<file path="src/verilog/frsd_defines.svh">
`ifndef FRSD_DEFINES_SVH
`define FRSD_DEFINES_SVH

// Register indices; byte address is four times the index
`define FRSD_IDX_FMT        14'h0138
`define FRSD_IDX_SRC        14'h0139
`define FRSD_IDX_DIV_HI     14'h013a
`define FRSD_IDX_DIV_LO     14'h013b
`define FRSD_IDX_DLY_HI     14'h013c
`define FRSD_IDX_DLY_LO     14'h013d
`define FRSD_IDX_BURST      14'h013e
`define FRSD_IDX_PD         14'h0140
`define FRSD_IDX_STATUS     14'h0141

// Reset values
`define FRSD_RST_FMT        8'h04
`define FRSD_RST_SRC        8'h00
`define FRSD_RST_DIV_HI     8'h0c
`define FRSD_RST_DIV_LO     8'h00
`define FRSD_RST_DLY_HI     8'h00
`define FRSD_RST_DLY_LO     8'h08
`define FRSD_RST_BURST      8'h03
`define FRSD_RST_PD         8'h05

// Writable bit masks, reserved bits read zero
`define FRSD_MSK_FMT        8'h6f
`define FRSD_MSK_SRC        8'h07
`define FRSD_MSK_HI         8'h1f
`define FRSD_MSK_LO         8'hff
`define FRSD_MSK_BURST      8'h03
`define FRSD_MSK_PD         8'h05

// Field positions
`define FRSD_FMT_DIST_HI    6
`define FRSD_FMT_DIST_LO    5
`define FRSD_FMT_OUT_HI     3
`define FRSD_FMT_OUT_LO     0
`define FRSD_SRC_BYPASS     2
`define FRSD_PD_FRAME       2
`define FRSD_PD_PULSER      0

// Field codes
`define FRSD_DIST_FIRST     2'h0
`define FRSD_DIST_SECOND    2'h1
`define FRSD_OUT_OFF        4'h0
`define FRSD_OUT_LVDS       4'h1
`define FRSD_OUT_PECL_LO    4'h4
`define FRSD_OUT_PECL_HI    4'h5
`define FRSD_OUT_CMOS_FIRST 4'h6
`define FRSD_OUT_CMOS_LAST  4'he

// Least legal divide and delay value
`define FRSD_MIN_COUNT      13'h0008

`endif

</file>
<file path="src/verilog/frsd_pkg.sv">
`include "frsd_defines.svh"

package frsd_pkg;

  typedef enum logic [1:0] {
    FRSD_SRC_NORMAL,
    FRSD_SRC_RECLOCK,
    FRSD_SRC_PULSER,
    FRSD_SRC_CONT
  } frsd_src_t;

  // Per-pin LVCMOS setting
  typedef enum logic [1:0] {
    FRSD_PIN_OFF,
    FRSD_PIN_NORM,
    FRSD_PIN_INV
  } frsd_pin_t;

  // Out-of-range counts are lifted to the least legal value
  function automatic logic [12:0] frsd_sat(input logic [12:0] v);
    frsd_sat = (v < `FRSD_MIN_COUNT) ? `FRSD_MIN_COUNT : v;
  endfunction : frsd_sat

endpackage : frsd_pkg

</file>
<file path="src/verilog/frsd_divider.sv">
`timescale 1ns/1ps
`include "frsd_defines.svh"

// Frame-reference divider with leading digital delay
module frsd_divider #(
  parameter int W = 13
) (
  input  wire logic         clk,
  input  wire logic         srst,
  input  wire logic         run,
  input  wire logic [W-1:0] period,
  input  wire logic [W-1:0] delay,
  output logic              clk_out,
  output logic              rise,
  output logic              fall
);

  logic         in_delay;
  logic [W-1:0] delay_cnt;
  logic [W-1:0] cnt;

  wire  [W-1:0] half       = W'(({1'b0, period} + (W+1)'(1)) >> 1);
  wire          delay_done = (delay_cnt == W'(delay - W'(1)));
  wire          wrap       = (cnt == W'(period - W'(1)));
  wire  [W-1:0] next_cnt   = in_delay ? '0 : (wrap ? '0 : W'(cnt + W'(1)));
  wire          next_hi    = (in_delay && !delay_done) ? 1'b0 : (next_cnt < half);

  always_ff @(posedge clk) begin
    if (srst || !run) begin
      in_delay  <= 1'b1;
      delay_cnt <= '0;
      cnt       <= '0;
      clk_out   <= 1'b0;
      rise      <= 1'b0;
      fall      <= 1'b0;
    end else begin
      if (in_delay) begin
        delay_cnt <= W'(delay_cnt + W'(1));
        in_delay  <= !delay_done;
      end
      cnt     <= next_cnt;
      clk_out <= next_hi;
      rise    <= next_hi && !clk_out;
      fall    <= !next_hi && clk_out;
    end
  end

endmodule : frsd_divider

</file>
<file path="src/verilog/frsd_regbank.sv">
// Decided for this implementation: register access over Wishbone.
`timescale 1ns/1ps
`include "frsd_defines.svh"

module frsd_regbank (
  input  wire logic        CLK_SYS,
  input  wire logic        SRST,
  input  wire logic        WB_CYC_I,
  input  wire logic        WB_STB_I,
  input  wire logic        WB_WE_I,
  input  wire logic [15:0] WB_ADR_I,
  input  wire logic [3:0]  WB_SEL_I,
  input  wire logic [31:0] WB_DAT_I,
  output logic      [31:0] WB_DAT_O,
  output logic             WB_ACK_O,
  input  wire logic        OSC_REF_IN,
  input  wire logic        FIRST_REF_IN,
  input  wire logic        SYNC_IN,
  output logic             DIST_FIRST_OSC,
  output logic             DIST_SECOND_OSC,
  output logic             BUF_OUT_LVDS,
  output logic             BUF_OUT_LVPECL,
  output logic             BUF_OUT_SWING_HIGH,
  output logic             THIRD_REF_IN_EN,
  output logic             BUF_CMOS_A_O,
  output logic             BUF_CMOS_A_OE,
  output logic             BUF_CMOS_B_O,
  output logic             BUF_CMOS_B_OE,
  output logic             FRAME_REF_OUT
);

  // Registers
  logic [7:0] fmt_reg;
  logic [7:0] src_reg;
  logic [7:0] div_hi;
  logic [7:0] div_lo;
  logic [7:0] dly_hi;
  logic [7:0] dly_lo;
  logic [7:0] burst_reg;
  logic [7:0] pd_reg;

  // Pin synchronisers
  logic [1:0] osc_sync;
  logic [1:0] first_sync;
  logic [1:0] sync_sync;

  always_ff @(posedge CLK_SYS) begin
    if (SRST) begin
      osc_sync   <= 2'h0;
      first_sync <= 2'h0;
      sync_sync  <= 2'h0;
    end else begin
      osc_sync   <= {osc_sync[0], OSC_REF_IN};
      first_sync <= {first_sync[0], FIRST_REF_IN};
      sync_sync  <= {sync_sync[0], SYNC_IN};
    end
  end

  wire osc_s   = osc_sync[1];
  wire first_s = first_sync[1];
  wire sync_s  = sync_sync[1];

  // Bus decode
  wire        bus_req  = WB_CYC_I && WB_STB_I;
  wire [13:0] word_idx = WB_ADR_I[15:2];
  wire        wr_take  = bus_req && WB_ACK_O && WB_WE_I && WB_SEL_I[0];
  wire        ack_next = bus_req && !WB_ACK_O;

  wire hit_fmt    = (word_idx == `FRSD_IDX_FMT);
  wire hit_src    = (word_idx == `FRSD_IDX_SRC);
  wire hit_div_hi = (word_idx == `FRSD_IDX_DIV_HI);
  wire hit_div_lo = (word_idx == `FRSD_IDX_DIV_LO);
  wire hit_dly_hi = (word_idx == `FRSD_IDX_DLY_HI);
  wire hit_dly_lo = (word_idx == `FRSD_IDX_DLY_LO);
  wire hit_burst  = (word_idx == `FRSD_IDX_BURST);
  wire hit_pd     = (word_idx == `FRSD_IDX_PD);
  wire hit_status = (word_idx == `FRSD_IDX_STATUS);

  wire [7:0] wdat = WB_DAT_I[7:0];

  // Field decode
  wire [1:0]  dist_code   = fmt_reg[`FRSD_FMT_DIST_HI:`FRSD_FMT_DIST_LO];
  wire [3:0]  out_code    = fmt_reg[`FRSD_FMT_OUT_HI:`FRSD_FMT_OUT_LO];
  wire        bypass      = src_reg[`FRSD_SRC_BYPASS];
  wire        frame_pd    = pd_reg[`FRSD_PD_FRAME];
  wire        pulser_pd   = pd_reg[`FRSD_PD_PULSER];
  wire [12:0] div_value   = {div_hi[4:0], div_lo};
  wire [12:0] dly_value   = {dly_hi[4:0], dly_lo};
  // Reserved counts below eight run as eight
  wire [12:0] div_eff     = frsd_pkg::frsd_sat(div_value);
  wire [12:0] dly_eff     = frsd_pkg::frsd_sat(dly_value);

  frsd_pkg::frsd_src_t src_mode;
  assign src_mode = frsd_pkg::frsd_src_t'(src_reg[1:0]);

  wire pulser_sel = (src_mode == frsd_pkg::FRSD_SRC_PULSER);

  // Burst state
  logic       burst_active;
  logic [3:0] pulses_left;

  // In other modes a count write only stores the value
  wire burst_start = wr_take && hit_burst && pulser_sel && !frame_pd && !pulser_pd;
  wire [3:0] burst_len = 4'(4'h1 << wdat[1:0]);

  // Divider runs only when powered, and in pulser mode only during a burst
  wire div_run = !frame_pd && (!pulser_sel || burst_active);

  logic div_clk;
  logic div_rise;
  logic div_fall;

  frsd_divider #(
    .W (13)
  ) u_divider (
    .clk     (CLK_SYS),
    .srst    (SRST),
    .run     (div_run),
    .period  (div_eff),
    .delay   (dly_eff),
    .clk_out (div_clk),
    .rise    (div_rise),
    .fall    (div_fall)
  );

  always_ff @(posedge CLK_SYS) begin
    if (SRST) begin
      burst_active <= 1'b0;
      pulses_left  <= 4'h0;
    end else if (burst_start) begin
      burst_active <= 1'b1;
      pulses_left  <= burst_len;
    end else if (frame_pd || pulser_pd || !pulser_sel) begin
      burst_active <= 1'b0;
      pulses_left  <= 4'h0;
    end else if (burst_active && div_fall) begin
      pulses_left  <= 4'(pulses_left - 4'h1);
      burst_active <= (pulses_left != 4'h1);
    end
  end

  // Re-clocked sync sampled on divider rising edges
  logic sync_reclk;

  always_ff @(posedge CLK_SYS) begin
    if (SRST) begin
      sync_reclk <= 1'b0;
    end else if (frame_pd) begin
      sync_reclk <= 1'b0;
    end else if (div_rise) begin
      sync_reclk <= sync_s;
    end
  end

  // Source mux and bypass
  logic mux_out;

  always_comb begin
    unique case (src_mode)
      frsd_pkg::FRSD_SRC_NORMAL:  mux_out = sync_s;
      frsd_pkg::FRSD_SRC_RECLOCK: mux_out = sync_reclk;
      frsd_pkg::FRSD_SRC_PULSER:  mux_out = div_clk && burst_active && !pulser_pd;
      frsd_pkg::FRSD_SRC_CONT:    mux_out = div_clk;
    endcase
  end

  wire next_frame = frame_pd ? 1'b0 : (bypass ? first_s : mux_out);

  // Buffered output format decode
  wire cmos_mode = (out_code >= `FRSD_OUT_CMOS_FIRST) && (out_code <= `FRSD_OUT_CMOS_LAST);

  frsd_pkg::frsd_pin_t pin_a;
  frsd_pkg::frsd_pin_t pin_b;

  always_comb begin
    pin_a = frsd_pkg::FRSD_PIN_OFF;
    pin_b = frsd_pkg::FRSD_PIN_OFF;
    unique case (out_code)
      4'h6: begin
        pin_a = frsd_pkg::FRSD_PIN_NORM;
        pin_b = frsd_pkg::FRSD_PIN_INV;
      end
      4'h7: begin
        pin_a = frsd_pkg::FRSD_PIN_INV;
        pin_b = frsd_pkg::FRSD_PIN_NORM;
      end
      4'h8: begin
        pin_a = frsd_pkg::FRSD_PIN_NORM;
        pin_b = frsd_pkg::FRSD_PIN_NORM;
      end
      4'h9: begin
        pin_a = frsd_pkg::FRSD_PIN_INV;
        pin_b = frsd_pkg::FRSD_PIN_INV;
      end
      4'ha: begin
        pin_b = frsd_pkg::FRSD_PIN_NORM;
      end
      4'hb: begin
        pin_b = frsd_pkg::FRSD_PIN_INV;
      end
      4'hc: begin
        pin_a = frsd_pkg::FRSD_PIN_NORM;
      end
      4'hd: begin
        pin_a = frsd_pkg::FRSD_PIN_INV;
      end
      default: begin
        pin_a = frsd_pkg::FRSD_PIN_OFF;
        pin_b = frsd_pkg::FRSD_PIN_OFF;
      end
    endcase
  end

  wire next_a_oe = cmos_mode && (pin_a != frsd_pkg::FRSD_PIN_OFF);
  wire next_b_oe = cmos_mode && (pin_b != frsd_pkg::FRSD_PIN_OFF);
  wire next_a    = next_a_oe && (osc_s ^ (pin_a == frsd_pkg::FRSD_PIN_INV));
  wire next_b    = next_b_oe && (osc_s ^ (pin_b == frsd_pkg::FRSD_PIN_INV));

  // Output registers, reserved distribution codes select neither oscillator
  // CMOS pins follow the synced oscillator reference
  always_ff @(posedge CLK_SYS) begin
    if (SRST) begin
      DIST_FIRST_OSC     <= 1'b0;
      DIST_SECOND_OSC    <= 1'b0;
      BUF_OUT_LVDS       <= 1'b0;
      BUF_OUT_LVPECL     <= 1'b0;
      BUF_OUT_SWING_HIGH <= 1'b0;
      THIRD_REF_IN_EN    <= 1'b0;
      BUF_CMOS_A_O       <= 1'b0;
      BUF_CMOS_A_OE      <= 1'b0;
      BUF_CMOS_B_O       <= 1'b0;
      BUF_CMOS_B_OE      <= 1'b0;
      FRAME_REF_OUT      <= 1'b0;
    end else begin
      DIST_FIRST_OSC     <= (dist_code == `FRSD_DIST_FIRST);
      DIST_SECOND_OSC    <= (dist_code == `FRSD_DIST_SECOND);
      BUF_OUT_LVDS       <= (out_code == `FRSD_OUT_LVDS);
      BUF_OUT_LVPECL     <= (out_code == `FRSD_OUT_PECL_LO) || (out_code == `FRSD_OUT_PECL_HI);
      BUF_OUT_SWING_HIGH <= (out_code == `FRSD_OUT_PECL_HI);
      THIRD_REF_IN_EN    <= (out_code == `FRSD_OUT_OFF);
      BUF_CMOS_A_O       <= next_a;
      BUF_CMOS_A_OE      <= next_a_oe;
      BUF_CMOS_B_O       <= next_b;
      BUF_CMOS_B_OE      <= next_b_oe;
      FRAME_REF_OUT      <= next_frame;
    end
  end

  // Per-register write strobes
  wire wr_fmt    = wr_take && hit_fmt;
  wire wr_src    = wr_take && hit_src;
  wire wr_div_hi = wr_take && hit_div_hi;
  wire wr_div_lo = wr_take && hit_div_lo;
  wire wr_dly_hi = wr_take && hit_dly_hi;
  wire wr_dly_lo = wr_take && hit_dly_lo;
  wire wr_burst  = wr_take && hit_burst;
  wire wr_pd     = wr_take && hit_pd;

  // Register writes
  always_ff @(posedge CLK_SYS) begin
    if (SRST) begin
      fmt_reg   <= `FRSD_RST_FMT;
      src_reg   <= `FRSD_RST_SRC;
      div_hi    <= `FRSD_RST_DIV_HI;
      div_lo    <= `FRSD_RST_DIV_LO;
      dly_hi    <= `FRSD_RST_DLY_HI;
      dly_lo    <= `FRSD_RST_DLY_LO;
      burst_reg <= `FRSD_RST_BURST;
      pd_reg    <= `FRSD_RST_PD;
    end else begin
      if (wr_fmt) begin
        fmt_reg <= wdat & `FRSD_MSK_FMT;
      end
      if (wr_src) begin
        src_reg <= wdat & `FRSD_MSK_SRC;
      end
      if (wr_div_hi) begin
        div_hi <= wdat & `FRSD_MSK_HI;
      end
      if (wr_div_lo) begin
        div_lo <= wdat & `FRSD_MSK_LO;
      end
      if (wr_dly_hi) begin
        dly_hi <= wdat & `FRSD_MSK_HI;
      end
      if (wr_dly_lo) begin
        dly_lo <= wdat & `FRSD_MSK_LO;
      end
      if (wr_burst) begin
        burst_reg <= wdat & `FRSD_MSK_BURST;
      end
      if (wr_pd) begin
        pd_reg <= wdat & `FRSD_MSK_PD;
      end
    end
  end

  // Read mux, unmapped reads zero
  wire [7:0] status_byte = {3'h0, burst_active, pulses_left};
  logic [7:0] rd_byte;

  always_comb begin
    rd_byte = 8'h00;
    if (hit_fmt)    rd_byte = fmt_reg;
    if (hit_src)    rd_byte = src_reg;
    if (hit_div_hi) rd_byte = div_hi;
    if (hit_div_lo) rd_byte = div_lo;
    if (hit_dly_hi) rd_byte = dly_hi;
    if (hit_dly_lo) rd_byte = dly_lo;
    if (hit_burst)  rd_byte = burst_reg;
    if (hit_pd)     rd_byte = pd_reg;
    if (hit_status) rd_byte = status_byte;
  end

  // Ack one cycle after request, dropped the cycle after
  always_ff @(posedge CLK_SYS) begin
    if (SRST) begin
      WB_ACK_O <= 1'b0;
      WB_DAT_O <= 32'h0000_0000;
    end else begin
      WB_ACK_O <= ack_next;
      if (ack_next) begin
        WB_DAT_O <= {24'h00_0000, rd_byte};
      end
    end
  end

endmodule : frsd_regbank

</file>
<file path="config.mk">
export PLATFORM = sky130hd
export DESIGN_NAME = frsd_regbank
export DESIGN_NICKNAME = d
export VERILOG_FILES = /design/src/verilog/frsd_pkg.sv /design/src/verilog/frsd_divider.sv /design/src/verilog/frsd_regbank.sv
export VERILOG_INCLUDE_DIRS = /design/src /design/src/verilog
export SDC_FILE = /design/constraint.sdc
export NUM_CORES = 1
export LEC_CHECK = 0
export ABC_AREA = 0
export BUFFER_PORTS_ARGS = -buffer_cell sky130_fd_sc_hd__buf_4
export CORE_MARGIN = 1
export CORE_UTILIZATION = 35
export CTS_BUF_LIST = sky130_fd_sc_hd__clkbuf_8 sky130_fd_sc_hd__clkbuf_16
export DETAILED_ROUTE_END_ITERATION = 8
export HOLD_SLACK_MARGIN = 0.12
export PLACE_DENSITY_LB_ADDON = 0.15
export SLEW_MARGIN = 15
export SYNTH_ARGS = -nofsm -noshare
export SYNTH_HDL_FRONTEND = slang
export SYNTH_SLANG_ARGS = --single-unit
</file>
<file path="constraint.sdc">
create_clock -name CLK_SYS -period 5.85 [get_ports CLK_SYS]
set_input_delay 1.17 -clock CLK_SYS [delete_from_list [all_inputs] [get_ports CLK_SYS]]
set_output_delay 1.17 -clock CLK_SYS [all_outputs]
set_load 0.02 [all_outputs]
</file>
==> flow_summary.json <==
{
  "drc": 0,
  "setup_violations": 0,
  "cts_tree": "built",
  "initial_core_util_pct": 36.28,
  "layout-drive-gt1-share_pct": 13.87,
  "hold_class": "flip-flop to flip-flop",
  "p_total_mw": 1.380,
  "dieWidth_um": 134.0,
  "switching_power_mw": 0.3280,
  "ff_latch_area_um2": 2022,
  "internal_power_mw": 1.052,
  "grt_use_total_pct": 18.61,
  "synth_seq_cells": 101,
  "synth_largest_area_cell": "dfxtp_1",
  "viasPerCell": 5.370,
  "place_ws_ns": 0.6922,
  "yosysWarnings": 0,
  "grt_max_degree": 67,
  "seq_power_share_pct": 50.3,
  "path_delay_family": "compound AO/OA/AOI/OAI gates",
  "drv_slew": 0,
  "syn_avg_cell_area_um2": 8.313,
  "synthToLayoutAreaGrowth_pct": 11.89,
  "rsz0062_at_grt": "false",
  "final_hold_viol_count": 0,
  "ios": 104,
  "portBuffers": 50,
  "max_freq_mhz": 190.2,
  "skew_ns": 0.009598,
  "dpl_cell_area_um2": 6530,
  "insertedDiodeCount": 0,
  "synthCells": 734,
  "fp.dieH_um": 134.0,
  "worstPathArrival_ns": 5.49,
  "leakage_nw": 2.626,
  "grt_pass1_vias": 5066,
  "fillerInstances": 1741,
  "ctsHoldBuffers": 0,
  "postCtsSetupBuffers": 0,
  "vias": 5284,
  "combPwrFrac_pct": 5.4,
  "end_kind": "flip-flop",
  "cts.clk_slew.worst_paths_ns": 0.07,
  "pwr-share-clk_pct": 44.3,
  "synth_edf_count": 0,
  "timing.final.crit_period_ns": 5.258,
  "yosysSeqAreaShare_pct": 33.14,
  "required_ns": 6.09,
  "grt.overflow.total": 0,
  "die_area_um2": 17970,
  "cp_cell_sequence": "nor4_2 > nand3_1 > nand2_1 > ha_1 > nor3b_1 > o311ai_0 > o211ai_2 > o211ai_2 > o41ai_4 > buf_4 > nor2_1 > ha_1 > a21oi_1 > nor2b_1 > o21ai_0 > a31oi_1 > a221oi_1 > o22ai_1 > o211a_1",
  "multiInputGateArea_um2": 3741,
  "clock-sinks": 101,
  "power_density_nw_per_um2": 202.1,
  "post-route-util_pct": 40.60,
  "cap_violations": 0,
  "h-tree-depth": 3,
  "synth_flop_cell": "dfxtp_1",
  "grt_pass1_wl_mm": 26.29,
  "crit_path_start_kind": "flip-flop",
  "hpwl_mm": 12.06,
  "rows": 47,
  "root_buffer": "clkbuf_16",
  "layout_setup_ws_ns": 0.5921,
  "crit_type": "flip-flop to flip-flop",
  "first_pass_iters": 5,
  "synth.most_common_cell": "dfxtp_1",
  "drt_iter0_markers": 287,
  "worst_slew_pin_slew_ns": 0.9787,
  "core_area_um2": 16820,
  "ir_worst_vdd_mv": 0.1450,
  "nNetsFinal": 838,
  "stdcell_area_um2": 6828,
  "postCtsResizedCells": 0,
  "status": "complete, no violations",
  "synthTopCellsByCount": "dfxtp_1, nor2_1, nand2_1",
  "slew_headroom_pct": 34.21,
  "antenna_found_initial": 0,
  "max_stage_delay_ns": 0.58,
  "finalSetupTns_ns": 0,
  "synth_cell_type_count": 75,
  "cp_slowest_cell": "nor3b_1",
  "clk_path_buf_depth": 2,
  "gp_congestion": 0.8398,
  "ys_top_cells_by_area": "dfxtp_1, nor2_1, mux2i_1",
  "numCtsBuffers": 9,
  "wl_mm": 16.13,
  "clk_latency_ns": 0.35,
  "synth_top_area_share_pct": 33.14,
  "worst-path-buf-inv": 1,
  "wl_per_cell_um": 16.39,
  "async_flop_share_pct": 0,
  "ant_nets": 0,
  "finalCritPeriodShare_pct": 89.88,
  "cp_max_fo": 13,
  "reg.largest.list": "u_divider.cnt (13), u_divider.delay_cnt (13)",
  "sw_frac_of_total_pct": 23.77,
  "syn_area_um2": 6102
}
==> path summary, 6_finish.rpt <==
| check | startpoint | endpoint | slack [ns] | cells after the start |
|---|---|---|---|---|
| max | div_hi[2] | u_divider.fall | 0.59 | 19 |
| min | osc_sync[0] | osc_sync[1] | 0.44 | 1 |
| max reg2reg | div_hi[2] | u_divider.fall | 0.59 | 19 |
| min reg2reg | osc_sync[0] | osc_sync[1] | 0.44 | 1 |
==> worst reg2reg max path: cells and delay by family (launching register included) <==
kind	cells	cell delay, ns
and+or+nand+nor	6	1.80
adders and majority gates	2	0.52
DFF	1	0.47
buffers and inverters	1	0.23
AOI/OAI and AO/OA	10	2.12
==> cell usage in the layout, fill, tap and decap left out, types with 10 or more instances in the layout <==
cell type  count
o21ai_0       16
nand2_1       63
a21oi_1       29
nand3_1       26
nor2_1        98
conb_1        24
ha_1          19
xnor2_1       27
inv_1         18
nand4_1       10
nor3_1        21
dfxtp_1      101
or3_1         10
and3_1        12
nor2b_1       12
buf_4         57
xor2_1        27
mux2i_1       34
==> power groups by stage <==
stage | Combinational (mW) | Clock, mW | Sequential (mW)
2_1_floorplan | 0.0518 | 0 | 0.714
3_3_place_gp | 0.0741 | 0 | 0.710
3_5_place_dp | 0.0746 | 0 | 0.710
4_1_cts | 0.0747 | 0.630 | 0.694
5_1_grt | 0.0806 | 0.654 | 0.694
6_report | 0.0743 | 0.611 | 0.694
==> layout make-up <==
| cell class | count | area share [%] |
|---|---|---|
| Multi-Input combinational cell | 573 | 54.79 |
| Timing Repair Buffer | 57 | 6.267 |
| Sequential cell | 101 | 29.61 |
| Clock buffer | 9 | 3.299 |
| Inverter | 17 | 0.9346 |
| Clock inverter | 7 | 1.063 |
| Tap cell | 220 | 4.032 |
==> stage by stage <==
step	instances	hold WS [ns]
after floorplan	757	0.4138
after global placement	968	0.4180
after detailed placement	968	0.4276
after CTS	984	0.4481
after global routing	984	0.4655
final	984	0.4418
==> layer usage <==
layer  up-vias  wire length (µm)  global-route usage (%)
met5         -                 0                       0
met4         0               300                   6.929
met3        19               802                   2.532
met2       159              7872                   32.44
met1      2498              7155                   23.26
li1       2608                 -                       -
==> kinds of logic after synthesis <==
kind of cell | count (synthesis) | synth area share, %
other | 1 | 0.06145
adder cells (fa/ha/maj) | 19 | 3.896
AO/OA/AOI/OAI | 121 | 14.54
AND/OR/NAND/NOR | 314 | 26.23
buffers and inverters | 83 | 6.971
multiplexers | 41 | 7.423
XOR/XNOR | 54 | 7.751
flip-flops | 101 | 33.14
Note: power is estimated with default switching activity, not from simulation.
